==> config.mk <==
export PLATFORM = sky130hd
export DESIGN_NAME = ep_six_irq
export DESIGN_NICKNAME = d
export VERILOG_FILES = /design/src/hw/ep_six_irq_pkg.sv /design/src/hw/ep_six_irq.sv /design/src/hw/ep_six_flag_tracker.sv
export SDC_FILE = /design/constraint.sdc
export NUM_CORES = 1
export LEC_CHECK = 0
export BUFFER_PORTS_ARGS = -buffer_cell sky130_fd_sc_hd__buf_4
export CORE_ASPECT_RATIO = 1.75
export CORE_MARGIN = 2
export CORE_UTILIZATION = 30
export DETAILED_ROUTE_END_ITERATION = 8
export GPL_TIMING_DRIVEN = 0
export PLACE_DENSITY = 0.7
export SLEW_MARGIN = 20
export SYNTH_ARGS = -nofsm -noshare
export SYNTH_HDL_FRONTEND = slang
export SYNTH_HIERARCHICAL = 1
export SYNTH_SLANG_ARGS = --single-unit
==> constraint.sdc <==
create_clock -name aclk -period 2.58 [get_ports aclk]
set_input_delay 0.129 -clock aclk [delete_from_list [all_inputs] [get_ports aclk]]
set_output_delay 0.129 -clock aclk [all_outputs]
set_load 0.05 [all_outputs]
==> src/hw/ep_six_irq_pkg.sv <==
// constants for the endpoint-6 summary interrupt slice
// assumes an AXI4-Lite master with 32-bit data and one clock domain
package ep_six_irq_pkg;
    // byte offsets, one aligned word each
    localparam logic [7:0] summary_off    = 8'h00;
    localparam logic [7:0] enable_off     = 8'h04;
    localparam logic [7:0] evt_status_off = 8'h08;
    localparam logic [7:0] evt_mask_off   = 8'h0c;
    localparam logic [7:0] src_view_off   = 8'h10;

    localparam int flag_bit     = 6;
    localparam int reserved_bit = 7;
    localparam int src_count    = 5;
    localparam int evt_set_bit  = 0;
    localparam int evt_clr_bit  = 1;
    localparam int evt_count    = 2;

    localparam logic [7:0] enable_rst = 8'h00;
    localparam logic [1:0] mask_rst   = 2'h0;
    localparam logic [1:0] status_rst = 2'h0;

    localparam logic [1:0] resp_okay   = 2'h0;
    localparam logic [1:0] resp_slverr = 2'h2;
endpackage : ep_six_irq_pkg

==> src/hw/ep_six_irq.sv <==
// endpoint-6 summary interrupt slice with AXI4-Lite register access
// assumes a single clock and sources synchronous to it
`timescale 1ns/100ps
`default_nettype none
module ep_six_irq
    import ep_six_irq_pkg::*;
#(
    parameter int addr_w = 8
) (
    input  wire logic              aclk,                    // clock
    input  wire logic              aresetn,                 // sync reset, low
    input  wire logic              transmit_complete,       // source
    input  wire logic              receive_out_bank_zero,   // source
    input  wire logic              receive_out_bank_one,    // source
    input  wire logic              setup_packet_received,   // source
    input  wire logic              stall_sent_or_crc_error, // source
    output logic                   usb_irq,                 // usb request
    output logic                   evt_irq,                 // event irq
    input  wire logic [addr_w-1:0] s_axi_awaddr,            // write addr
    input  wire logic [2:0]        s_axi_awprot,            // unused
    input  wire logic              s_axi_awvalid,           // aw valid
    output logic                   s_axi_awready,           // aw ready
    input  wire logic [31:0]       s_axi_wdata,             // write data
    input  wire logic [3:0]        s_axi_wstrb,             // byte enables
    input  wire logic              s_axi_wvalid,            // w valid
    output logic                   s_axi_wready,            // w ready
    output logic [1:0]             s_axi_bresp,             // write resp
    output logic                   s_axi_bvalid,            // b valid
    input  wire logic              s_axi_bready,            // b ready
    input  wire logic [addr_w-1:0] s_axi_araddr,            // read addr
    input  wire logic [2:0]        s_axi_arprot,            // unused
    input  wire logic              s_axi_arvalid,           // ar valid
    output logic                   s_axi_arready,           // ar ready
    output logic [31:0]            s_axi_rdata,             // read data
    output logic [1:0]             s_axi_rresp,             // read resp
    output logic                   s_axi_rvalid,            // r valid
    input  wire logic              s_axi_rready             // r ready
);
    logic [src_count-1:0] src;
    logic                 flag_ff;
    logic                 set_pulse;
    logic                 clr_pulse;
    logic [7:0]           enable_ff;
    logic [1:0]           mask_ff;
    logic [1:0]           status_ff;
    logic                 aw_held_ff;
    logic                 w_held_ff;
    logic [addr_w-1:0]    awaddr_ff;
    logic [31:0]          wdata_ff;
    logic [3:0]           wstrb_ff;
    logic                 aw_fire;
    logic                 w_fire;
    logic                 ar_fire;
    logic                 do_write;
    logic                 rd_status;
    logic [31:0]          rd_word;
    logic                 rd_hit;

    function automatic logic hit(input logic [addr_w-1:0] a,
                                 input logic [7:0] off);
        hit = (a[addr_w-1:2] == off[addr_w-1:2]);
    endfunction : hit

    function automatic logic mapped(input logic [addr_w-1:0] a);
        mapped = hit(a, summary_off) | hit(a, enable_off) |
                 hit(a, evt_status_off) | hit(a, evt_mask_off) |
                 hit(a, src_view_off);
    endfunction : mapped

    // order fixes the source view layout, bit 0 upward
    assign src = {stall_sent_or_crc_error, setup_packet_received,
                  receive_out_bank_one, receive_out_bank_zero,
                  transmit_complete};

    ep_six_flag_tracker u_flag (
        .aclk      (aclk),
        .aresetn   (aresetn),
        .src       (src),
        .flag_ff   (flag_ff),
        .set_pulse (set_pulse),
        .clr_pulse (clr_pulse)
    );

    // both inputs are flops, so the request has no glitch
    assign usb_irq = flag_ff & enable_ff[flag_bit];
    assign evt_irq = |(status_ff & mask_ff);

    // write channel: address and data taken in either order
    assign s_axi_awready = ~aw_held_ff & ~s_axi_bvalid;
    assign s_axi_wready  = ~w_held_ff & ~s_axi_bvalid;
    assign aw_fire       = s_axi_awvalid & s_axi_awready;
    assign w_fire        = s_axi_wvalid & s_axi_wready;
    assign do_write      = aw_held_ff & w_held_ff;

    always_ff @(posedge aclk) begin
        if (!aresetn) begin
            aw_held_ff <= 1'b0;
            w_held_ff  <= 1'b0;
            awaddr_ff  <= '0;
            wdata_ff   <= 32'h0;
            wstrb_ff   <= 4'h0;
        end else begin
            if (aw_fire) begin
                aw_held_ff <= 1'b1;
                awaddr_ff  <= s_axi_awaddr;
            end else if (do_write) begin
                aw_held_ff <= 1'b0;
            end
            if (w_fire) begin
                w_held_ff <= 1'b1;
                wdata_ff  <= s_axi_wdata;
                wstrb_ff  <= s_axi_wstrb;
            end else if (do_write) begin
                w_held_ff <= 1'b0;
            end
        end
    end

    always_ff @(posedge aclk) begin
        if (!aresetn) begin
            s_axi_bvalid <= 1'b0;
            s_axi_bresp  <= resp_okay;
        end else if (do_write) begin
            s_axi_bvalid <= 1'b1;
            s_axi_bresp  <= mapped(awaddr_ff) ? resp_okay : resp_slverr;
        end else if (s_axi_bready) begin
            s_axi_bvalid <= 1'b0;
        end
    end

    // only byte lane 0 carries register bits
    always_ff @(posedge aclk) begin
        if (!aresetn) begin
            enable_ff <= enable_rst;
            mask_ff   <= mask_rst;
        end else if (do_write && wstrb_ff[0]) begin
            if (hit(awaddr_ff, enable_off)) begin
                enable_ff <= wdata_ff[7:0];
            end
            if (hit(awaddr_ff, evt_mask_off)) begin
                mask_ff <= wdata_ff[evt_count-1:0];
            end
        end
    end

    // read channel, one read in flight
    assign s_axi_arready = ~s_axi_rvalid;
    assign ar_fire       = s_axi_arvalid & s_axi_arready;
    assign rd_status     = ar_fire & hit(s_axi_araddr, evt_status_off);

    always_comb begin
        rd_word = 32'h0;
        rd_hit  = 1'b1;
        if (hit(s_axi_araddr, summary_off)) begin
            // summary writes are ignored; top bit is tied low
            rd_word[flag_bit]     = flag_ff;
            rd_word[reserved_bit] = 1'b0;
        end else if (hit(s_axi_araddr, enable_off)) begin
            rd_word[7:0] = enable_ff;
        end else if (hit(s_axi_araddr, evt_status_off)) begin
            rd_word[evt_count-1:0] = status_ff;
        end else if (hit(s_axi_araddr, evt_mask_off)) begin
            rd_word[evt_count-1:0] = mask_ff;
        end else if (hit(s_axi_araddr, src_view_off)) begin
            rd_word[src_count-1:0] = src;
        end else begin
            rd_hit = 1'b0;
        end
    end

    always_ff @(posedge aclk) begin
        if (!aresetn) begin
            s_axi_rvalid <= 1'b0;
            s_axi_rdata  <= 32'h0;
            s_axi_rresp  <= resp_okay;
        end else if (ar_fire) begin
            s_axi_rvalid <= 1'b1;
            s_axi_rdata  <= rd_word;
            s_axi_rresp  <= rd_hit ? resp_okay : resp_slverr;
        end else if (s_axi_rready) begin
            s_axi_rvalid <= 1'b0;
        end
    end

    // read clears, but an edge in the same cycle survives the clear
    always_ff @(posedge aclk) begin
        if (!aresetn) begin
            status_ff <= status_rst;
        end else begin
            status_ff <= (rd_status ? 2'h0 : status_ff) |
                         {clr_pulse, set_pulse};
        end
    end
endmodule : ep_six_irq
`default_nettype wire

==> src/hw/ep_six_flag_tracker.sv <==
// endpoint-6 summary flag follower with edge events
// assumes sources come from per-endpoint status logic on the same clock
`timescale 1ns/100ps
`default_nettype none
module ep_six_flag_tracker
    import ep_six_irq_pkg::*;
(
    input  wire logic                 aclk,      // 250 MHz clock
    input  wire logic                 aresetn,   // sync reset, low
    input  wire logic [src_count-1:0] src,       // endpoint-6 sources
    output logic                      flag_ff,   // summary flag
    output logic                      set_pulse, // flag rose
    output logic                      clr_pulse  // flag fell
);
    logic nxt_flag;

    // set and clear are both hardware only; no software path exists
    assign nxt_flag = |src;

    always_ff @(posedge aclk) begin
        if (!aresetn) begin
            flag_ff <= 1'b0;
        end else begin
            flag_ff <= nxt_flag;
        end
    end

    always_ff @(posedge aclk) begin
        if (!aresetn) begin
            set_pulse <= 1'b0;
            clr_pulse <= 1'b0;
        end else begin
            set_pulse <= nxt_flag & ~flag_ff;
            clr_pulse <= ~nxt_flag & flag_ff;
        end
    end
endmodule : ep_six_flag_tracker
`default_nettype wire

# Word level (Yosys, flattened, before mapping)
# Index checks and enable logic that the tools add are counted.
op_classes:
  n_reduce_logical: 11
  eq_ne: 8
  bitwise_logic: 22
  mux: 24
op_table:
  columns: ["operator", "count"]
  rows:
  - ["== test 6 x 2 -> 1 bit (second input constant)", 4]
  - ["== test 6 x 1 -> 1 bit (second input constant)", 2]
  - ["== test 6 x 3 -> 1 bit (second input constant)", 2]
  - ["zero test 6 bit", 2]
  - ["2-to-1 mux 1 bit", 12]
  - ["2-to-1 mux 2 bit", 6]
  - ["bitwise AND 1 bit", 10]
  - ["2-to-1 mux 5 bit", 2]
  - ["2-to-1 mux 3 bit", 3]
  - ["nonzero test 2 bit", 4]
  - ["2-to-1 mux 6 bit", 1]
  - ["NOT 1 bit", 6]
  - ["OR reduction 5 bit", 1]
  - ["OR 1 bit", 4]
  - ["AND reduction 2 bit", 2]
  - ["bitwise AND 2 bit", 1]
  - ["OR 2 bit", 1]
  - ["OR reduction 2 bit", 1]
  - ["logical AND 1 bit", 1]
totals:
  regBits: 48
  wordCells: 81
  in_bits: 70
  output_inout_bits: 43

# Longest topological paths before layout
# Gate-level depths: netlist (run 1).
depth:
  word_depth: 7
  mapped_depth: 5
  depth_no_buf: 4

# Hierarchy
# The synthesis (run 1) kept the hierarchy.
modules_own_cells:
  columns: ["module", "instances", "seq_area_each_um2", "cells_each", "area_each_um2"]
  rows:
  - ["ep_six_irq", 1, 820.8, 224, 1924.3]
  - ["ep_six_flag_tracker", 1, 60.1, 9, 103.8]

# Worst setup path after synthesis (run 1)
# No wires, ideal clock.
synth_timing:
  path_type: "reg2reg"
  start: "register s_axi_bvalid"
  end: "register awaddr_ff[2]"
  slack_ns: 0.432
  stages_incl_launch_ff: 6
  arrival_ns: 2.032
  path_buffers: 1
  setup_ns: 0.116
  period_less_slack_ns: 2.148
  required_ns: 2.464
  cell_sequence: "dfxtp_1 nor2_1 and2_1 clkbuf_1 mux2i_1 nor2b_1"
synth_via:
  elab_chain_cells: 3
synth_lines:
  columns: ["item", "line_no", "text"]
  rows:
  - ["start: declaration", "ep_six_irq.sv:28", "output logic s_axi_bvalid,"]
  - ["start signal: assignment", "ep_six_irq.sv:121", "s_axi_bvalid <= 1'b0;"]
  - ["start signal: assignment", "ep_six_irq.sv:124", "s_axi_bvalid <= 1'b1;"]
  - ["start signal: assignment", "ep_six_irq.sv:127", "s_axi_bvalid <= 1'b0;"]
  - ["NOT 1 bit", "ep_six_irq.sv:89", "assign s_axi_awready = ~aw_held_ff & ~s_axi_bvalid;"]
  - ["bitwise AND 1 bit", "ep_six_irq.sv:89", null]
  - ["named net s_axi_awready", "ep_six_irq.sv:22", "output logic s_axi_awready,"]
  - ["bitwise AND 1 bit", "ep_six_irq.sv:91", "assign aw_fire = s_axi_awvalid & s_axi_awready;"]
  - ["end signal: assignment", "ep_six_irq.sv:105", "awaddr_ff <= s_axi_awaddr;"]
  - ["end: declaration", "ep_six_irq.sv:48", "logic [addr_w-1:0] awaddr_ff;"]
# The timed path passes the listed nets, and every way through them passes these cells.
# A chain may end at the register's enable or synchronous reset.

# Worst setup path after layout (run 1)
layout_timing:
  start: "register awaddr_ff[5]"
  end: "register enable_ff[6]"
layout_via:
  elab_chain_cells: 2
layout_lines:
  columns: ["item", "line_no", "text"]
  rows:
  - ["== test 6 x 1 -> 1 bit", "ep_six_irq.sv:61", "hit = (a[addr_w-1:2] == off[addr_w-1:2]);"]
  - ["AND reduction 2 bit (no source line)", null, null]
  - ["end signal: assignment", "ep_six_irq.sv:134", "enable_ff <= enable_rst;"]
  - ["end signal: assignment", "ep_six_irq.sv:138", "enable_ff <= wdata_ff[7:0];"]
  - ["end: declaration", "ep_six_irq.sv:43", "logic [7:0] enable_ff;"]
# No other way between the ends.

==> flow_summary.json, run 1 <==
{
  "reg2reg_slack_ps": 880,
  "rsz0062_at_grt": "false",
  "yosys.area.top_type": "dfxtp_1",
  "layout.nets": 383,
  "holdPathStages": 2,
  "finalCritPeriodShare_pct": 65.71,
  "power.density_nw_per_um2": 691.6,
  "insertion_delay_ps": 280,
  "setup_violations": 0,
  "finalPower_uw": 1937,
  "drv_cap": 0,
  "root_buffer": "clkbuf_16",
  "vias": 1701,
  "slowest_delay_ps": 550,
  "clock_sinks": 44,
  "synth.ff_latch_count": 44,
  "syn_inst": 233,
  "num_rows": 39,
  "fin_skew_ps": 5.535,
  "num_antenna_cells": 0,
  "fin_setup_tns_ps": 0,
  "synthesis.area_um2": 2028,
  "critical-path-top-delay-family": "simple AND/OR/NAND/NOR gates",
  "outcome": "complete, no violations",
  "numPortBuffers": 48,
  "n_fill_cell": 663,
  "dp_hpwl_mm": 3.680,
  "criticalPathCategory": "flip-flop to flip-flop",
  "track_usage_pct": 12.60,
  "crit_arrival_ps": 1900,
  "ys_async_sr_fraction_pct": 0,
  "synth_area_leaders": "dfxtp_1, buf_4, nand2_1, a21boi_0, nor2b_1",
  "max_freq_ghz": 0.5899,
  "cts_tree": "yes",
  "end_kind": "flip-flop",
  "die_area_um2": 7460,
  "power_leakage_uw": 0.001248,
  "min_path_type": "primary input to flip-flop",
  "yosysWarningCount": 6,
  "wl_per_cell_um": 11.36,
  "clockBufferDepth": 2,
  "antenna_left": 0,
  "hold_end": "s_axi_rvalid$_SDFFE_PN0P_",
  "cts_inserted_buffers": 5,
  "hold_buffers": 0,
  "viasPerCell": 4.295,
  "synth_common_cells": "dfxtp_1, nand2_1, buf_4",
  "start_util_pct": 31.02,
  "worstReg2RegStart": "awaddr_ff[5]$_SDFFE_PN0P_",
  "drt_pass1_iterations": 4,
  "synth-edff-count": 0,
  "synth_area_per_cell_um2": 8.705,
  "slowest_stage": "or4_4",
  "ctsResizeCount": 0,
  "synth_most_common_cell": "dfxtp_1",
  "cp-start-kind": "flip-flop",
  "die_h_um": 112.8,
  "io_pins": 113,
  "required_ps": 2790,
  "synth_top_area_share_pct": 43.43,
  "synthFlopType": "dfxtp_1",
  "drive_above_1_share_pct": 28.03,
  "gp_congestion": 0.8206,
  "grt_max_degree": 15,
  "cp_num_buf_inv": 1,
  "min_period_ps": 1695,
  "post-cts-setup-buffers": 0,
  "die_w_um": 66.16,
  "clkTransAtPathRegs_ps": 60,
  "finalHoldViolCount": 0,
  "grt_pass1_vias": 1607,
  "drc_errors": 0,
  "maxSlewViolCount": 0,
  "crit_chain": "or4_4 > nor4_4 > buf_6 > nand3_1 > o21ai_0",
  "r2r_cells": 5,
  "grt_pass1_wl_mm": 7.383,
  "overflow": 0,
  "synth-seq-area-share_pct": 43.43,
  "grt_antenna_before_repair": 0,
  "r2r-end": "enable_ff[6]$_SDFFE_PN0P_",
  "area_delta_synth_final_pct": 38.06,
  "synth.distinct_cells": 34,
  "ir_drop_mv": 0.5279,
  "core_region_area_um2": 6539,
  "drtIter0Drc": 76,
  "cts.htree.levels": 2,
  "critPathMaxFanout": 10,
  "holdCritStartpoint": "s_axi_arvalid",
  "drt-total-wl_mm": 4.498
}
-- cell type report --
cell class	count	area, um2	area share, %
multi-input combinational	172	970.9	34.67
sequential	44	880.8	31.46
timing repair buffer	48	360.3	12.87
buffer	36	247.7	8.847
clock buffer	5	125.1	4.468
tap	82	102.6	3.664
clock inverter	3	90.09	3.217
inverter	6	22.52	0.8043
-- logic make-up after synthesis --
kind of cell	Yosys count	synth area share, %
buffers and inverters	42	13.33
and+or+nand+nor	88	22.46
AOI/OAI and AO/OA	49	16.10
muxes	9	4.504
DFF	44	43.43
other	1	0.1849
-- where the power goes --
part           internal [uW]  switching [uW]
clock network            652             250
registers                707            20.3
logic                    112             195
total                   1470             466
-- state kept, by name (all words and copies together), names as in the netlist, 2 cells and up --
register and cells:
enable_ff 8, s_axi_rdata 8, mask_ff 2, wdata_ff 8
status_ff 2, awaddr_ff 6
-- through the flow --
stage                     hold slack [ps]  cells  setup WS [ps]  utilization (%)  cell area [um2]
after floorplan                     258.3    258          432.0                -             2122
after global placement              370.1    388          883.0            39.53             2585
after detailed placement            375.6    388          870.0            39.53             2585
after CTS                           89.09    396          865.9            42.82             2800
after global routing                93.54    396          740.5            42.82             2800
final                               90.24    396          884.8            42.82             2800
-- layer usage --
| layer | track usage, % | vias up | part of all wire [%] |
|---|---|---|---|
| met5 | 0 | - | 0 |
| met4 | 4.354 | 0 | 1.9 |
| met3 | 3.579 | 6 | 7.3 |
| met2 | 22.67 | 66 | 53 |
| met1 | 13.70 | 733 | 38 |
| li1 | - | 896 | - |
-- cell usage in the layout (no fill, tap or decap), drive strengths merged, types with 5 or more instances in the layout --
master,count
a21boi,12
a21oi,5
a32oi,6
and2,6
buf,77
clkbuf,12
conb,26
dfxtp,44
inv,6
mux2i,8
nand2,43
nand3,8
nor2b,14
o21ai,17
-- worst max path at each step --
stage	slack, ps	end	startpoint	depth (start not counted)
2_1_floorplan	430	awaddr_ff[2]$_SDFFE_PN0P_	s_axi_bvalid$_SDFFE_PN0P_	5
3_3_place_gp	880	enable_ff[6]$_SDFFE_PN0P_	awaddr_ff[5]$_SDFFE_PN0P_	5
3_5_place_dp	870	enable_ff[1]$_SDFFE_PN0P_	awaddr_ff[5]$_SDFFE_PN0P_	4
4_1_cts	870	enable_ff[1]$_SDFFE_PN0P_	awaddr_ff[5]$_SDFFE_PN0P_	4
5_1_grt	740	enable_ff[6]$_SDFFE_PN0P_	awaddr_ff[5]$_SDFFE_PN0P_	5
6_report	880	enable_ff[6]$_SDFFE_PN0P_	awaddr_ff[5]$_SDFFE_PN0P_	5
Note: power is estimated with default switching activity, not from simulation.
==> inputs of run 2 (changes only) <==
--- a/config.mk
+++ b/config.mk
@@ -11,7 +11,7 @@
 export CORE_UTILIZATION = 30
 export DETAILED_ROUTE_END_ITERATION = 8
 export GPL_TIMING_DRIVEN = 0
-export PLACE_DENSITY = 0.7
+export PLACE_DENSITY = 0.72
 export SLEW_MARGIN = 20
 export SYNTH_ARGS = -nofsm -noshare
 export SYNTH_HDL_FRONTEND = slang
==> constraint.sdc (replaced) <==
create_clock -name aclk -period 1.5 [get_ports aclk]
set_input_delay 0.075 -clock aclk [delete_from_list [all_inputs] [get_ports aclk]]
set_output_delay 0.075 -clock aclk [all_outputs]
set_load 0.05 [all_outputs]
==> run 2 against run 1 <==
  * The run now ends with setup timing left
  * Count of clock-buffer cells in the layout grew 1
  * Clock skew shrank 1.9 ps
  * Combinational power grew 77%
  * Cell count grew 0.76%
  * Final area grew 0.89%
  * Register-to-register slack lost 930 ps
  * Worst hold slack lost 58 ps
  * Non-clock buffer count grew 4
  * Flip-flop and latch count is the same
==> flow_summary.json, run 2 (synthesis results as in run 1) <==
{
  "numPortBuffers": 48,
  "end_kind": "flip-flop",
  "violations": "setup timing",
  "reg2reg_slack_ps": -40,
  "start_util_pct": 31.02,
  "hold_buffers": 0,
  "dp_hpwl_mm": 3.704,
  "num_antenna_cells": 0,
  "vias": 1808,
  "drc_errors": 0,
  "setup_violations": 6,
  "critPathMaxFanout": 5,
  "die_h_um": 112.8,
  "wl_per_cell_um": 12.54,
  "grt_pass1_vias": 1708,
  "ir_drop_mv": 0.6445,
  "grt_pass1_wl_mm": 7.866,
  "post-place-ws_ps": -143.4,
  "insertion_delay_ps": 280,
  "r2r-end": "enable_ff[6]$_SDFFE_PN0P_",
  "maxSlewViolCount": 0,
  "num_rows": 39,
  "cts.htree.levels": 2,
  "mostFrequentLayoutCells": "buf_4, nand2_1, dfxtp_1, conb_1, nor2b_1",
  "finalCritPeriodShare_pct": 102.7,
  "clockBufferDepth": 2,
  "fin_util_pct": 43.21,
  "power.density_nw_per_um2": 995.7,
  "crit_path_end": "enable_ff[6]$_SDFFE_PN0P_",
  "area_delta_synth_final_pct": 39.30,
  "layout.nets": 387,
  "min_period_ps": 1541,
  "antenna_left": 0,
  "grt_antenna_before_repair": 0,
  "rsz0062_at_grt": "true",
  "drive_above_1_share_pct": 33.75,
  "fin_skew_ps": 3.662,
  "grt_max_degree": 13,
  "fin_ws_ps": -41.01,
  "track_usage_pct": 13.66,
  "drt-total-wl_mm": 5.002,
  "crit_arrival_ps": 1760,
  "min_path_type": "primary input to flip-flop",
  "n_fill_cell": 678,
  "required_ps": 1720,
  "drv_cap": 0,
  "drt_pass1_iterations": 5,
  "finalHoldViolCount": 0,
  "max_freq_ghz": 0.6489,
  "core_region_area_um2": 6539,
  "io_pins": 113,
  "power_leakage_uw": 0.001259,
  "clock_sinks": 44,
  "fin_setup_tns_ps": -91.62,
  "drtIter0Drc": 66,
  "die_area_um2": 7460,
  "viasPerCell": 4.531,
  "dp.cells": 388,
  "outcome": "finished, violations left",
  "finalPower_uw": 2813,
  "reg_top3": "enable_ff (8), s_axi_rdata (8), wdata_ff (8)",
  "gp_congestion": 0.8229,
  "stdcell_count": 399,
  "overflow": 0,
  "worstReg2RegStart": "awaddr_ff[7]$_SDFFE_PN0P_",
  "cp-start-kind": "flip-flop",
  "root_buffer": "clkbuf_16",
  "startpoint": "awaddr_ff[7]$_SDFFE_PN0P_",
  "cts_inserted_buffers": 5,
  "clkTransAtPathRegs_ps": 60,
  "r2r_cells": 6,
  "die_w_um": 66.16,
  "final_common_cell": "buf_4",
  "criticalPathCategory": "flip-flop to flip-flop",
  "cts_tree": "yes"
}
-- run 2: cell count changes in the layout (fill, tap and decap cells not counted), sizes merged --
cell    previous run  this run
buf               77        82
bufinv             3         0
clkinv             0         1
-- run 2: layout make-up --
class                   instances  area, um2  area share, %
plain buffers                  35      245.2          8.680
clock buffers                   6      128.9          4.562
clock inverters                 1      5.005         0.1771
inverters                       6      22.52         0.7972
multi-input cells             172       1031          36.49
flip-flops and latches         44      884.6          31.31
well taps                      82      102.6          3.632
repair buffers                 53      405.4          14.35
-- run 2: per-layer routing --
metal	wire length, um	GRT usage (%)
met1	1793	13.88
met3	370	3.579
met5	0	0
met4	134	6.803
met2	2703	24.80
-- run 2: report_power, final --
group / internal [uW] / switching (uW) / leakage [uW]
registers: 1220 / 40.1 / 0.000360
logic: 201 / 341 / 0.000832
clock network: 605 / 409 / 0.0000667
total: 2020 / 791 / 0.00126
-- run 2: timing repair --
item	in CTS	in global routing
resized for setup	18	5
gates cloned	1	0
endpoints found under the setup margin	8	13
buffers inserted	3	1
pin swaps	9	2
-- run 2: metrics by stage --
step | cell area (um2) | hold slack [ps]
after floorplan | 2140 | 204.3
after global placement | 2603 | 316.9
after detailed placement | 2603 | 320.7
after CTS | 2805 | 32.17
after global routing | 2825 | 35.53
final | 2825 | 32.05
-- run 2: worst min path at each step --
stage	slack, ps	cells after the start	start	endpoint
after floorplan	200	2	aresetn	u_flag/set_pulse$_SDFF_PN0_
after global placement	320	2	s_axi_arvalid	s_axi_rvalid$_SDFFE_PN0P_
after detailed placement	320	2	s_axi_arvalid	s_axi_rvalid$_SDFFE_PN0P_
after CTS	30	2	s_axi_arvalid	s_axi_rvalid$_SDFFE_PN0P_
after global routing	40	2	s_axi_arvalid	s_axi_rvalid$_SDFFE_PN0P_
final	30	2	s_axi_arvalid	s_axi_rvalid$_SDFFE_PN0P_
-- run 2: worst max-delay path: stages, from the launching register on --
cell and delay, ps:
dfxtp_2 320, or4_4 550, nor4_4 140, buf_4 190
buf_6 130, nand3_2 80, o21ai_2 60
==> inputs of run 3 (changes only) <==
--- a/config.mk
+++ b/config.mk
@@ -5,10 +5,12 @@
 export SDC_FILE = /design/constraint.sdc
 export NUM_CORES = 1
 export LEC_CHECK = 0
+export ABC_AREA = 0
 export BUFFER_PORTS_ARGS = -buffer_cell sky130_fd_sc_hd__buf_4
 export CORE_ASPECT_RATIO = 1.75
 export CORE_MARGIN = 2
 export CORE_UTILIZATION = 30
+export CTS_BUF_LIST = sky130_fd_sc_hd__clkbuf_8
 export DETAILED_ROUTE_END_ITERATION = 8
 export GPL_TIMING_DRIVEN = 0
 export PLACE_DENSITY = 0.72
==> run 3 against run 2 <==
  * The flow still finishes with violations (setup timing)
  * Routed wire length down 5.4%
  * Register-to-register slack better by 20 ps
  * Core utilization down 1.2 points
  * Critical path depth unchanged
  * Flip-flop and latch count unchanged
  * Final area down 2.8%
  * First-iteration DRC count down 26%
  * Combinational power about the same
  * Clock power down 33%
  * Cell count unchanged
  * Global-route usage down 0.72 points
  * Count of clock-buffer cells in the layout down 1
  * Largest power group unchanged
==> flow_summary.json, run 3 (synthesis results as in run 1) <==
{
  "outcome": "finished, violations left",
  "violations": "setup timing",
  "reg2reg_slack_ps": -20,
  "cts_inserted_buffers": 5,
  "area_delta_synth_final_pct": 35.41,
  "holdPathStages": 2,
  "reg_top3": "enable_ff (8), s_axi_rdata (8), wdata_ff (8)",
  "clock_sinks": 44,
  "gp_congestion": 0.8229,
  "dp_hpwl_mm": 3.704,
  "num_rows": 39,
  "power_leakage_uw": 0.001229,
  "vias": 1798,
  "final_area_um2": 2746,
  "insertion_delay_ps": 290,
  "finalHoldViolCount": 0,
  "numPortBuffers": 48,
  "drtIter0Drc": 49,
  "die_h_um": 112.8,
  "min_period_ps": 1518,
  "ir_drop_mv": 0.5154,
  "placed_area_um2": 2603,
  "grt_max_degree": 13,
  "overflow": 0,
  "mostFrequentLayoutCells": "buf_4, nand2_1, dfxtp_1, conb_1, nor2b_1",
  "io_pins": 113,
  "clockBufferDepth": 2,
  "core_region_area_um2": 6539,
  "viasPerCell": 4.506,
  "fin_ws_ps": -18.00,
  "final_common_cell": "buf_4",
  "hold_end": "s_axi_rvalid$_SDFFE_PN0P_",
  "fin_setup_tns_ps": -20.05,
  "finalCritPeriodShare_pct": 101.2,
  "grt_pass1_vias": 1650,
  "maxSlewViolCount": 0,
  "layout.nets": 387,
  "drv_cap": 0,
  "crit_arrival_ps": 1740,
  "root_buffer": "clkbuf_8",
  "max_freq_ghz": 0.6588,
  "worstReg2RegStart": "awaddr_ff[7]$_SDFFE_PN0P_",
  "setup_violations": 2,
  "track_usage_pct": 12.94,
  "critPathMaxFanout": 5,
  "drt-total-wl_mm": 4.731,
  "fin_skew_ps": 4.952,
  "grt_pass1_wl_mm": 7.507,
  "grt_antenna_before_repair": 0,
  "clkTransAtPathRegs_ps": 80,
  "holdCritStartpoint": "s_axi_arvalid",
  "criticalPathCategory": "flip-flop to flip-flop",
  "die_w_um": 66.16,
  "drc_errors": 0,
  "rsz0062_at_grt": "true",
  "antenna_left": 0,
  "min_path_type": "primary input to flip-flop",
  "drt_pass1_iterations": 4,
  "end_kind": "flip-flop",
  "drive_above_1_share_pct": 32.49,
  "cts_tree": "yes",
  "die_area_um2": 7460,
  "r2r-end": "enable_ff[7]$_SDFFE_PN0P_",
  "wl_per_cell_um": 11.86,
  "required_ps": 1720,
  "cp-start-kind": "flip-flop",
  "start_util_pct": 31.02,
  "r2r_cells": 6,
  "cts.htree.levels": 2,
  "power.density_nw_per_um2": 900.0,
  "num_antenna_cells": 0
}
## run 3: critical path, cell delays in order (launching register included)
cell	delay, ps
dfxtp_2	330
or4_4	550
nor4_4	140
buf_4	180
buf_6	110
nand3_1	70
o21ai_0	70
## run 3: stage by stage
stage	hold WS, ps	utilization (%)	setup WS, ps	power (uW)	cells
5_1_grt	15.25	42.00	-126.4	2600	399
2_1_floorplan	204.3	-	13.84	1671	258
3_5_place_dp	320.7	39.80	-143.4	1813	388
3_3_place_gp	316.9	39.80	-124.6	1806	388
6_report	21.74	42.00	-18.00	2472	399
4_1_cts	16.50	41.56	-105.5	2493	397
## run 3: what timing repair did
| item | in CTS | in global routing |
|---|---|---|
| pin swaps | 6 | 1 |
| gates cloned | 0 | 1 |
| buffers inserted | 2 | 2 |
| setup endpoints to repair | 8 | 13 |
| resized for setup | 12 | 5 |
| hold buffers | 0 | 0 |
## run 3: layout make-up
| cell class | instances | area [um2] |
|---|---|---|
| fillers | 691 | 3792 |
| multi-input cells | 172 | 1011 |
| flip-flops and latches | 44 | 885.9 |
| repair buffers | 53 | 401.6 |
| plain buffers | 35 | 245.2 |
| well taps | 82 | 102.6 |
| clock buffers | 5 | 68.82 |
| inverters | 6 | 22.52 |
| clock inverters | 2 | 8.758 |
## run 3: worst max path at each step
stage / slack, ps / to / from
2_1_floorplan: 10 / enable_ff[6]$_SDFFE_PN0P_ / awaddr_ff[5]$_SDFFE_PN0P_
3_3_place_gp: -120 / enable_ff[6]$_SDFFE_PN0P_ / awaddr_ff[5]$_SDFFE_PN0P_
3_5_place_dp: -140 / enable_ff[1]$_SDFFE_PN0P_ / awaddr_ff[5]$_SDFFE_PN0P_
4_1_cts: -110 / enable_ff[2]$_SDFFE_PN0P_ / awaddr_ff[7]$_SDFFE_PN0P_
5_1_grt: -130 / enable_ff[7]$_SDFFE_PN0P_ / awaddr_ff[7]$_SDFFE_PN0P_
6_report: -20 / enable_ff[7]$_SDFFE_PN0P_ / awaddr_ff[7]$_SDFFE_PN0P_
## run 3: routing by layer
layer	vias to the layer above	wire, um	GRT usage (%)
li1	907	-	-
met1	807	1723	13.26
met2	74	2503	23.47
met3	10	398	3.777
met4	0	106	5.714
met5	-	0	0
## run 3: report_power, final
part | internal (uW) | switching, uW | leakage (uW)
clock network | 310 | 366 | 0.0000452
registers | 1220 | 39.7 | 0.000361
logic | 201 | 340 | 0.000823
